===== src/verilog/gpr_pkg.sv =====
// package for the general i/o pin resource router: map, fields, resets, types
package gpr_pkg;

    // special-function register offsets
    localparam logic [7:0] SFR_PORT0_DATA = 8'h80;
    localparam logic [7:0] SFR_PORT0_DIR = 8'ha2;
    localparam logic [7:0] SFR_PORT1_DATA = 8'h90;
    localparam logic [7:0] SFR_PORT1_DIR = 8'h91;
    localparam logic [7:0] SFR_PORT2_DATA = 8'ha0;
    localparam logic [7:0] SFR_PORT2_DIR = 8'ha1;

    // i/o ram offsets
    localparam logic [15:0] IO_RSEL_FIRST = 16'h2009;
    localparam logic [15:0] IO_RSEL_LAST = 16'h200e;
    localparam logic [15:0] IO_PIN_CTRL = 16'h2010;
    localparam logic [15:0] IO_SEG_COUNT = 16'h2011;

    // field positions
    localparam int RSEL_W = 3;
    localparam int RSEL_LO_POS = 0;
    localparam int RSEL_HI_POS = 4;
    localparam int CTRL_W = 5;
    localparam int CTRL_PW_BIT = 0;
    localparam int CTRL_PV_BIT = 1;
    localparam int CTRL_UART_BIT = 2;
    localparam int CTRL_EE2_BIT = 3;
    localparam int CTRL_EE3_BIT = 4;
    localparam int SEG_W = 5;

    // pin roles and pin sets
    localparam int PIN_N = 24;
    localparam int PIN_OPT_TX = 1;
    localparam int PIN_OPT_RX = 2;
    localparam int PIN_EE_SCK = 4;
    localparam int PIN_EE_SDA = 5;
    localparam int PIN_PULSE_ACT = 6;
    localparam int PIN_PULSE_REACT = 7;
    localparam logic [23:0] PIN_EXIST = 24'h3bcffe;
    localparam logic [23:0] PIN_DUAL = 24'h3bcff0;
    localparam logic [23:0] PIN_ROUTABLE = 24'h000ffe;

    // reset values
    localparam logic [23:0] RST_DATA = 24'h000000;
    localparam logic [23:0] RST_DIR = 24'h000000;
    localparam logic [35:0] RST_RSEL = 36'h000000000;
    localparam logic [4:0] RST_CTRL = 5'h00;
    localparam logic [4:0] RST_SEG = 5'h00;

    // three-wire serial clock timing
    localparam int CLK_KHZ = 100000;
    localparam int EE3_KHZ = 500;
    localparam int EE3_HALF_CYC = CLK_KHZ / (2 * EE3_KHZ);

    typedef enum logic [2:0] {
        RS_NONE = 3'h0, RS_RSVD = 3'h1, RS_CNT0 = 3'h2, RS_CNT1 = 3'h3,
        RS_HI_RISE = 3'h4, RS_LO_RISE = 3'h5, RS_HI_FALL = 3'h6, RS_LO_FALL = 3'h7
    } gpr_rsel_t;

    typedef struct packed {
        logic wr;
        logic rd;
        logic [7:0] addr;
        logic [7:0] wdata;
    } gpr_sfr_req_t;

    typedef struct packed {
        logic wr;
        logic rd;
        logic [15:0] addr;
        logic [7:0] wdata;
    } gpr_io_req_t;

    typedef struct packed {
        logic ce_active_pulse;
        logic ce_reactive_pulse;
        logic optical_tx;
        logic ee_scl_out;
        logic ee_sda_out;
        logic ee_sda_oe;
    } gpr_alt_in_t;

    typedef struct packed {
        logic [23:0] data;
        logic [23:0] dir;
        logic [35:0] rsel;
        logic [4:0] ctrl;
        logic [4:0] seg_count;
        logic [23:0] sync1;
        logic [23:0] sync2;
        logic [23:0] prev;
        logic [23:0] pin_out;
        logic [23:0] pin_oe;
        logic cnt0;
        logic cnt1;
        logic irq_hi;
        logic irq_lo;
        logic uart_rx;
        logic sda_in;
        logic [7:0] sfr_rdata;
        logic [7:0] io_rdata;
        logic [7:0] div;
        logic sck;
    } gpr_state_t;

    localparam gpr_state_t ST_RESET = '{data: RST_DATA, dir: RST_DIR, rsel: RST_RSEL,
        ctrl: RST_CTRL, seg_count: RST_SEG, default: '0};

    // rank of a pin among the dual-function pins, lowest pin first
    function automatic int dual_rank(input int pin);
        int r;
        r = 0;
        for (int k = 0; k < pin; k++) begin
            if (PIN_DUAL[k]) r++;
        end
        return r;
    endfunction : dual_rank

endpackage : gpr_pkg


===== src/verilog/gpr_general_io_pin_resource_router.sv =====
// general i/o port with per-pin direction, data, resource routing and pin sharing
// Operation
// [RL1] all pins are inputs after reset
// [RL2] direction bit: 0 input, 1 output
// [RL3] each eligible pin has 3-bit resource select
// [RL4] 0 none, 1 reserved, 2/3 counter clocks
// [RL5] 4/5 rising, 6/7 falling edge interrupts
// [RL6] shared resource sees OR of pins
// [RL7] routing follows pin level when output
// [RL8] routing only pins 1-11 as general i/o
// [RL9] port data/direction at 0x90/0x91, 0xa0/0xa1
// [RL10] select words at 0x2009 through 0x200e
// [RL11] pins 6/7 carry energy pulses when routed
// [RL12] optical uart pins free as pins 1/2
// [RL13] segment count claims dual-function pins
// [RL14] two-pin eeprom: pin 4 clock, 5 data
// [RL15] three-wire eeprom clock at 500 khz
// [RL16] data write drives pin, read gives level
`timescale 1ns/1ps
module gpr_general_io_pin_resource_router
    import gpr_pkg::*;
(
    input wire logic clk_sys,
    input wire logic reset_n,
    input gpr_sfr_req_t sfr_req,
    output logic [7:0] sfr_rdata,
    input gpr_io_req_t io_req,
    output logic [7:0] io_rdata,
    input wire logic [23:0] pin_in,
    output logic [23:0] pin_out,
    output logic [23:0] pin_oe,
    input gpr_alt_in_t alt_in,
    output logic optical_rx_level,
    output logic eeprom_serial_data_in,
    output logic counter0_clock_input,
    output logic counter1_clock_input,
    output logic high_prio_ext_irq,
    output logic low_prio_ext_irq
);

    gpr_state_t st_r;
    gpr_state_t st_nxt;

    logic [23:0] is_gpio;
    logic [23:0] hit_t0;
    logic [23:0] hit_t1;
    logic [23:0] hit_hi;
    logic [23:0] hit_lo;
    logic [23:0] drv_out;
    logic [23:0] drv_oe;
    logic [23:0] rise;
    logic [23:0] fall;
    logic [23:0] level;
    logic uart_en;
    logic pw_on;
    logic pv_on;
    logic two_wire;
    logic three_wire;
    logic rs_hit;
    logic [2:0] rs_idx;

    // mode decode from the pin control register
    assign uart_en = st_r.ctrl[CTRL_UART_BIT];
    assign pw_on = st_r.ctrl[CTRL_PW_BIT];
    assign pv_on = st_r.ctrl[CTRL_PV_BIT];
    assign three_wire = st_r.ctrl[CTRL_EE3_BIT];
    assign two_wire = st_r.ctrl[CTRL_EE2_BIT] && !three_wire;

    // synchronised pin level and its edges
    assign level = st_r.sync2;
    assign rise = st_r.sync2 & ~st_r.prev;
    assign fall = ~st_r.sync2 & st_r.prev;

    // select word index within the i/o ram window, two fields per byte
    assign rs_hit = (io_req.addr >= IO_RSEL_FIRST) && (io_req.addr <= IO_RSEL_LAST);
    assign rs_idx = 3'(io_req.addr - IO_RSEL_FIRST);

    // per-pin ownership, resource routing and pad drive
    for (genvar i = 0; i < PIN_N; i++) begin : g_pin
        logic seg;
        logic uart_pin;
        logic o;
        logic e;

        // dual-function pins are taken as segments from the lowest up
        assign seg = PIN_DUAL[i] && (SEG_W'(dual_rank(i)) < st_r.seg_count); // [RL13]
        assign uart_pin = uart_en && (i == PIN_OPT_TX || i == PIN_OPT_RX); // [RL12]
        assign is_gpio[i] = PIN_EXIST[i] && !seg && !uart_pin;

        if (PIN_ROUTABLE[i]) begin : g_rt
            gpr_rsel_t sel;
            // level is the pad itself, so driven outputs are tracked too
            assign sel = gpr_rsel_t'(st_r.rsel[i*RSEL_W +: RSEL_W]); // [RL3] [RL10]
            assign hit_t0[i] = is_gpio[i] && sel == RS_CNT0 && level[i]; // [RL4] [RL7] [RL8]
            assign hit_t1[i] = is_gpio[i] && sel == RS_CNT1 && level[i]; // [RL4] [RL7] [RL8]
            assign hit_hi[i] = is_gpio[i] && ((sel == RS_HI_RISE && rise[i])
                || (sel == RS_HI_FALL && fall[i])); // [RL5] [RL8]
            assign hit_lo[i] = is_gpio[i] && ((sel == RS_LO_RISE && rise[i])
                || (sel == RS_LO_FALL && fall[i])); // [RL5] [RL8]
        end else begin : g_nr
            assign hit_t0[i] = 1'b0; // [RL8]
            assign hit_t1[i] = 1'b0;
            assign hit_hi[i] = 1'b0;
            assign hit_lo[i] = 1'b0;
        end

        // pad drive: port by default, alternate functions take over
        always_comb begin
            o = st_r.data[i]; // [RL16]
            e = is_gpio[i] && st_r.dir[i]; // [RL1] [RL2]
            if (uart_pin) begin
                o = (i == PIN_OPT_TX) ? alt_in.optical_tx : 1'b0; // [RL12]
                e = (i == PIN_OPT_TX);
            end else if (i == PIN_PULSE_ACT && is_gpio[i] && st_r.dir[i] && pw_on) begin
                o = alt_in.ce_active_pulse; // [RL11]
            end else if (i == PIN_PULSE_REACT && is_gpio[i] && st_r.dir[i] && pv_on) begin
                o = alt_in.ce_reactive_pulse; // [RL11]
            end else if (i == PIN_EE_SCK && (two_wire || three_wire)) begin
                o = three_wire ? st_r.sck : alt_in.ee_scl_out; // [RL14] [RL15]
                e = 1'b1;
            end else if (i == PIN_EE_SDA && (two_wire || three_wire)) begin
                o = alt_in.ee_sda_out; // [RL14]
                e = alt_in.ee_sda_oe;
            end
        end

        assign drv_out[i] = o;
        assign drv_oe[i] = e;
    end

    // next state: synchronisers, outputs, divider and register access
    always_comb begin
        st_nxt = st_r;
        st_nxt.sync1 = pin_in;
        st_nxt.sync2 = st_r.sync1;
        st_nxt.prev = st_r.sync2;
        st_nxt.pin_out = drv_out;
        st_nxt.pin_oe = drv_oe;
        st_nxt.cnt0 = |hit_t0; // [RL6]
        st_nxt.cnt1 = |hit_t1; // [RL6]
        st_nxt.irq_hi = |hit_hi; // [RL6]
        st_nxt.irq_lo = |hit_lo; // [RL6]
        st_nxt.uart_rx = uart_en ? level[PIN_OPT_RX] : 1'b1; // [RL12]
        st_nxt.sda_in = level[PIN_EE_SDA];

        // three-wire serial clock: toggle every half period
        if (three_wire) begin
            if (st_r.div == 8'(EE3_HALF_CYC - 1)) begin
                st_nxt.div = 8'h00;
                st_nxt.sck = !st_r.sck; // [RL15]
            end else begin
                st_nxt.div = st_r.div + 8'h01;
            end
        end else begin
            st_nxt.div = 8'h00;
            st_nxt.sck = 1'b0;
        end

        // special-function register writes
        if (sfr_req.wr) begin
            case (sfr_req.addr)
                SFR_PORT0_DATA: st_nxt.data[7:0] = sfr_req.wdata;
                SFR_PORT0_DIR: st_nxt.dir[7:0] = sfr_req.wdata;
                SFR_PORT1_DATA: st_nxt.data[15:8] = sfr_req.wdata; // [RL9] [RL16]
                SFR_PORT1_DIR: st_nxt.dir[15:8] = sfr_req.wdata; // [RL9] [RL2]
                SFR_PORT2_DATA: st_nxt.data[23:16] = sfr_req.wdata; // [RL9]
                SFR_PORT2_DIR: st_nxt.dir[23:16] = sfr_req.wdata; // [RL9]
                default: st_nxt.data = st_r.data;
            endcase
        end

        // special-function register reads: data ports return the pad level
        st_nxt.sfr_rdata = 8'h00;
        if (sfr_req.rd) begin
            case (sfr_req.addr)
                SFR_PORT0_DATA: st_nxt.sfr_rdata = level[7:0] & PIN_EXIST[7:0]; // [RL16]
                SFR_PORT0_DIR: st_nxt.sfr_rdata = st_r.dir[7:0] & PIN_EXIST[7:0];
                SFR_PORT1_DATA: st_nxt.sfr_rdata = level[15:8] & PIN_EXIST[15:8]; // [RL16]
                SFR_PORT1_DIR: st_nxt.sfr_rdata = st_r.dir[15:8] & PIN_EXIST[15:8]; // [RL2]
                SFR_PORT2_DATA: st_nxt.sfr_rdata = level[23:16] & PIN_EXIST[23:16];
                SFR_PORT2_DIR: st_nxt.sfr_rdata = st_r.dir[23:16] & PIN_EXIST[23:16]; // [RL9]
                default: st_nxt.sfr_rdata = 8'h00;
            endcase
        end

        // i/o ram writes: select words, pin control, segment count
        if (io_req.wr) begin
            if (rs_hit) begin
                st_nxt.rsel[rs_idx*6 +: RSEL_W] = io_req.wdata[RSEL_LO_POS +: RSEL_W]; // [RL10]
                st_nxt.rsel[rs_idx*6+3 +: RSEL_W] = io_req.wdata[RSEL_HI_POS +: RSEL_W];
            end else if (io_req.addr == IO_PIN_CTRL) begin
                st_nxt.ctrl = io_req.wdata[CTRL_W-1:0];
            end else if (io_req.addr == IO_SEG_COUNT) begin
                st_nxt.seg_count = io_req.wdata[SEG_W-1:0]; // [RL13]
            end
        end

        // i/o ram reads, unused bits read as zero
        st_nxt.io_rdata = 8'h00;
        if (io_req.rd) begin
            if (rs_hit) begin
                st_nxt.io_rdata[RSEL_LO_POS +: RSEL_W] = st_r.rsel[rs_idx*6 +: RSEL_W];
                st_nxt.io_rdata[RSEL_HI_POS +: RSEL_W] = st_r.rsel[rs_idx*6+3 +: RSEL_W];
            end else if (io_req.addr == IO_PIN_CTRL) begin
                st_nxt.io_rdata[CTRL_W-1:0] = st_r.ctrl;
            end else if (io_req.addr == IO_SEG_COUNT) begin
                st_nxt.io_rdata[SEG_W-1:0] = st_r.seg_count;
            end
        end
    end

    // single state register; reset leaves every pin an input
    always_ff @(posedge clk_sys or negedge reset_n) begin
        if (!reset_n) begin
            st_r <= ST_RESET; // [RL1]
        end else begin
            st_r <= st_nxt;
        end
    end

    // outputs straight from the state register
    assign pin_out = st_r.pin_out;
    assign pin_oe = st_r.pin_oe;
    assign sfr_rdata = st_r.sfr_rdata;
    assign io_rdata = st_r.io_rdata;
    assign optical_rx_level = st_r.uart_rx;
    assign eeprom_serial_data_in = st_r.sda_in;
    assign counter0_clock_input = st_r.cnt0;
    assign counter1_clock_input = st_r.cnt1;
    assign high_prio_ext_irq = st_r.irq_hi;
    assign low_prio_ext_irq = st_r.irq_lo;

    // no pin is driven in the first cycle after reset release
    a_reset_all_inputs: assert property (@(posedge clk_sys) disable iff (!reset_n)
        $rose(reset_n) |-> pin_oe == 24'h000000) // [RL1]
        else $error("pin driven right after reset");

    // dedicated pin 3 enable follows its direction bit one cycle later
    a_dir_sets_enable: assert property (@(posedge clk_sys) disable iff (!reset_n)
        is_gpio[3] |=> pin_oe[3] == $past(st_r.dir[3])) // [RL2]
        else $error("pin 3 enable does not follow direction");

    // select 2 on pin 3 with high level yields counter 0 clock
    a_cnt0_route: assert property (@(posedge clk_sys) disable iff (!reset_n)
        (is_gpio[3] && st_r.rsel[9 +: 3] == RS_CNT0 && level[3]) |=> counter0_clock_input) // [RL4]
        else $error("counter 0 clock not routed");

    // reserved or none codes route nothing from pin 1
    a_none_routes_nil: assert property (@(posedge clk_sys) disable iff (!reset_n)
        (st_r.rsel[5:3] inside {RS_NONE, RS_RSVD}) |-> !(hit_t0[1] || hit_t1[1]
        || hit_hi[1] || hit_lo[1])) // [RL4]
        else $error("none or reserved code routed");

    // a rising edge on a select-4 pin fires the high interrupt
    a_hi_rise_irq: assert property (@(posedge clk_sys) disable iff (!reset_n)
        (is_gpio[8] && st_r.rsel[24 +: 3] == RS_HI_RISE && rise[8]) |=> high_prio_ext_irq) // [RL5]
        else $error("rising edge interrupt missed");

    // the low interrupt pulse always has a falling or rising cause
    a_lo_irq_cause: assert property (@(posedge clk_sys) disable iff (!reset_n)
        low_prio_ext_irq |-> $past(|hit_lo)) // [RL5] [RL6]
        else $error("low interrupt without a cause");

    // counter 1 clock is the or of every pin that selects it
    a_or_combine: assert property (@(posedge clk_sys) disable iff (!reset_n)
        1'b1 |=> counter1_clock_input == $past(|hit_t1)) // [RL6]
        else $error("counter 1 clock is not the or of its pins");

    // an output pin still feeds its resource from the pad level
    a_output_tracked: assert property (@(posedge clk_sys) disable iff (!reset_n)
        (st_r.dir[9] && is_gpio[9] && st_r.rsel[27 +: 3] == RS_CNT1 && level[9])
        |=> counter1_clock_input) // [RL7]
        else $error("output pin not tracked");

    // the upper port never reaches a resource
    a_upper_unrouted: assert property (@(posedge clk_sys) disable iff (!reset_n)
        (hit_t0[23:12] | hit_t1[23:12] | hit_hi[23:12] | hit_lo[23:12]) == 12'h000) // [RL8]
        else $error("pin outside 1 to 11 routed");

    // port one data read returns the pad level
    a_port_read: assert property (@(posedge clk_sys) disable iff (!reset_n)
        (sfr_req.rd && sfr_req.addr == SFR_PORT1_DATA)
        |=> sfr_rdata == ($past(level[15:8]) & PIN_EXIST[15:8])) // [RL9] [RL16]
        else $error("port one read wrong");

    // active pulse output carries the compute engine pulse
    a_pulse_out: assert property (@(posedge clk_sys) disable iff (!reset_n)
        (pw_on && st_r.dir[6] && is_gpio[6]) |=> pin_out[6] == $past(alt_in.ce_active_pulse)
        && pin_oe[6]) // [RL11]
        else $error("active pulse not on pin 6");

    // optical uart owns pins 1 and 2 while enabled
    a_uart_pins: assert property (@(posedge clk_sys) disable iff (!reset_n)
        uart_en |=> !pin_oe[2] && pin_oe[1] && pin_out[1] == $past(alt_in.optical_tx)) // [RL12]
        else $error("optical pins not handed over");

    // two-pin eeprom clock appears on pin 4
    a_eeprom_clock: assert property (@(posedge clk_sys) disable iff (!reset_n)
        two_wire |=> pin_oe[4] && pin_out[4] == $past(alt_in.ee_scl_out)) // [RL14]
        else $error("eeprom clock not on pin 4");

    // three-wire clock toggles when the divider reaches the end of the half period
    a_sck_period: assert property (@(posedge clk_sys) disable iff (!reset_n)
        (three_wire && st_r.div == 8'(EE3_HALF_CYC - 1)) |=> st_r.sck != $past(st_r.sck)) // [RL15]
        else $error("three-wire clock period wrong");

endmodule : gpr_general_io_pin_resource_router


===== config.mk =====
export PLATFORM = sky130hd
export DESIGN_NAME = gpr_general_io_pin_resource_router
export DESIGN_NICKNAME = d
export VERILOG_FILES = /design/src/verilog/gpr_pkg.sv /design/src/verilog/gpr_general_io_pin_resource_router.sv
export SDC_FILE = /design/constraint.sdc
export NUM_CORES = 1
export LEC_CHECK = 0
export BUFFER_PORTS_ARGS = -buffer_cell sky130_fd_sc_hd__buf_2
export CORE_ASPECT_RATIO = 1.4
export CORE_UTILIZATION = 45
export CTS_CLUSTER_SIZE = 28
export DETAILED_ROUTE_END_ITERATION = 6
export PLACE_DENSITY = 0.65
export SLEW_MARGIN = 20
export SYNTH_ARGS = -nofsm -noshare
export SYNTH_HDL_FRONTEND = slang
export SYNTH_SLANG_ARGS = --single-unit

===== constraint.sdc =====
create_clock -name clk_sys -period 3.4 [get_ports clk_sys]
set_input_delay 0.68 -clock clk_sys [delete_from_list [all_inputs] [get_ports clk_sys]]
set_output_delay 0.68 -clock clk_sys [all_outputs]
set_load 0.03 [all_outputs]

==> results.yml <==
pwr:
  powerDensity_mw_per_mm2: 472.9
  p_leak_nw: 6.089
  peakVddDrop_v: 0.0003947
yosys:
  syn_inst: 1069
  ys_top_cells_by_area: "dfrtp_1 (47%), mux2_2 (6.3%), buf_4 (4.7%)"
  yosysWarnings: 0
  ys_top_cells_by_count: "dfrtp_1 (206), nand2_1 (90), nor2_1 (75), buf_4 (69), mux2_2 (61)"
  syn_avg_cell_area_sq_um: 10.26
  synth.top_cell.area_share_pct: 46.99
  synth.most_common_cell: "dfrtp_1"
  synth_area_sq_mm: 0.01097
  synthFlopType: "dfrtp_1"
  synth_edf_count: 0
  seq_area_frac_synth_pct: 46.99
  yosysTopAreaCell: "dfrtp_1"
  async_reset_ff_share_pct: 100.0
  ys_types: 95
  synth_seq_cells: 206
global_routing:
  grt_use_met3_pct: 3.287
  grt_busiest_layer: "met2"
  gr-usage-met2_pct: 49.88
  grt_start_max_net_pins: 80
  gr-usage-met1_pct: 31.88
  grt_overflow: 0
  grt_antenna_before_repair: 0
  grtUsageTotal_pct: 27.95
  first_global_vias: 9188
  grt_pass1_wl_microns: 53330
place:
  gp_congestion: 0.9344
  place_inst: 1524
  pre_cts_slack_ns: -0.4505
  portBuffers: 131
  dp_hpwl_microns: 26360
  dpl-instance-area_sq_mm: 0.01245
worst_setup_path:
  required_ns: 3.78
  cp_slowest_stage_delay_ns: 0.35
  end_kind: "flip-flop"
  critPathKind: "in2reg"
  startpoint_type: "input port"
  critPathTopFamily: "buffers and inverters"
  crit_chain: "buf_2, inv_1, buf_4, ha_1, buf_12, clkinv_1, ha_1, a21o_1, inv_1, ha_4, buf_4, a21o_1, nor4_4, a31oi_1, a21oi_1, mux2_2"
  crit_slowest_cell: "ha_1"
  worstPathArrival_ns: 3.60
  crit_buf_inv: 7
  crit_fanout: 33
floorplan:
  die_h_microns: 186.7
  rows: 67
  start_util_pct: 45.76
  die_w_microns: 134.0
  num_io_pins: 146
  coreArea_sq_mm: 0.02398
  fp.dieArea_sq_mm: 0.02502
clock_tree:
  postCtsHoldBufs: 0
  cts_tree: "yes"
  path_clk_slew_ns: 0.07
  postCtsSetupBuffers: 0
  cts_buffers: 21
  cts_root_buffer: "clkbuf_16"
  max-clock-path-buffers: 3
  cts-htree-levels: 1
  cts.sinks: 206
  clk_latency_ns: 0.49
route:
  vias: 9170
  antenna_left: 0
  drc_errors: 0
  drt_first_iter_violations: 729
  avgRoutedWirePerCell_microns: 22.18
  viasPerCell: 5.878
  drt_pass1_iterations: 5
  routed_wl_microns: 34600
final_layout:
  final_cell_area_sq_mm: 0.01322
  area_delta_synth_final_pct: 20.48
  n_antenna_cell: 0
  layout-drive-gt1-share_pct: 32.64
  fin_nets: 1325
  stdcell_count: 1560
status:
  status: "complete, no violations"
sta:
  slew_headroom_pct: 57.14
  layout_setup_ws_ns: 0.1835
  slew_violations: 0
  skew_ns: 0.008449
  finalHoldViolations: 0
  fmax_mhz: 310.9
  period_share_pct: 94.60
  rsz0062_at_grt: "no"
  period_needed_ns: 3.217
  worst_pin_slew_ns: 0.6429
  setup_viol: 0
job:
  drv_cap: 0
min_path:
  worstHoldPathType: "in2async"
## layout make-up
cell class / instances / area, sq um
flip-flops and latches: 206 / 5155
repair buffers: 258 / 1680
well taps: 310 / 387.9
inverters: 19 / 78.83
clock inverters: 10 / 138.9
clock buffers: 26 / 584.3
multi-input cells: 731 / 5192
fillers: 2145 / 10760
## worst paths after layout
kind	from	end	slack (ns)	cells after the start
worst max-delay path	io_req[9]	st_r[163]	0.18	16
worst min-delay path	reset_n	st_r[8]	0.23	1
worst max register to register	st_r[155]	counter0_clock_input	1.18	6
worst min register to register	st_nxt[118]	level[15]	0.35	0
max in group asynchronous	reset_n	st_r[152]	2.34	2
min in group clk_sys	pin_in[15]	st_nxt[118]	0.29	1
## logic make-up after synthesis
family	after synthesis	synth area share, %
flip-flops	206	46.99
other	1	0.03418
AO/OA/AOI/OAI	230	15.09
multiplexers	86	9.295
buffers and inverters	138	7.231
AND/OR/NAND/NOR	379	18.05
adder cells (fa/ha/maj)	12	1.437
XOR/XNOR	17	1.870
## layer usage
layer	part of all wire (%)	wire length, microns	up-vias
li1	-	-	4188
met1	37	12860	4499
met2	51	17810	368
met3	5.3	1829	115
met4	6.1	2097	0
met5	0	0	-
## state kept, by name, indices dropped and copies added, names as in the netlist
name                  cells
pw_on                     1
low_prio_ext_irq          1
io_rdata                  7
counter1_clock_input      1
g_pin.uart_pin            1
pin_out                  24
sfr_rdata                 8
drv_oe                    1
g_pin.g_rt.sel           33
st_nxt                   18
pv_on                     1
optical_rx_level          1
level                    18
pin_oe                   18
counter0_clock_input      1
high_prio_ext_irq         1
drv_out                  18
st_r                     53
## report_power, final
part / switching, mW / internal, mW / total (mW) / leakage, nW
clock: 0.966 / 1.45 / 2.42 / 0.356
sequential: 0.0465 / 2.53 / 2.57 / 2.70
combinational: 0.752 / 0.505 / 1.26 / 3.03
total: 1.76 / 4.49 / 6.25 / 6.09
## worst reg2reg max path: stages (launching register included)
cell     delay, ns
dfrtp_1       0.54
nor2_1        0.57
nand2_1       0.12
nor3_1        0.48
a221o_1       0.25
nor4_1        0.05
o21ai_0       0.11
## per-stage QoR
step / hold slack, ns / setup TNS [ns] / total power [mW] / util (%)
floorplan: 0.3312 / -32.58 / 3.295 / -
global placement: 0.3332 / -10.19 / 3.839 / 51.95
detailed placement: 0.3347 / -11.73 / 3.849 / 51.95
CTS: 0.2442 / 0 / 6.273 / 54.96
global route: 0.2657 / 0 / 6.461 / 55.13
finish: 0.2252 / 0 / 6.251 / 55.13
## layout by cell type (no fill, tap or decap), types with 7 or more instances in the layout
cell type  instances
nand3b_1           9
o21ai_0           26
or3_1              7
nor2b_1           17
nor3_1            25
nor2_1            75
a22oi_1            8
nand3_1           41
mux2_2            60
a21oi_1           41
nor3b_1           12
a221oi_1          12
conb_1             7
clkbuf_16         21
dfrtp_1          206
o211ai_1           8
ha_1               9
and2_1            13
nor4_1            10
buf_2            130
o22ai_1           11
nand2_1           90
inv_1             16
o31ai_1            8
xnor2_1           11
nand2b_1          15
buf_4            122
a222oi_1           7
mux2i_1           16
a31oi_1           15
nand4_1           17
and3_1            10
## what timing repair did
| item | in CTS | in global routing |
|---|---|---|
| hold endpoints to repair | 0 | 0 |
| gates resized for setup | 0 | 6 |
| setup endpoints to repair | 0 | 29 |
Note: power is estimated with default switching activity, not from simulation.
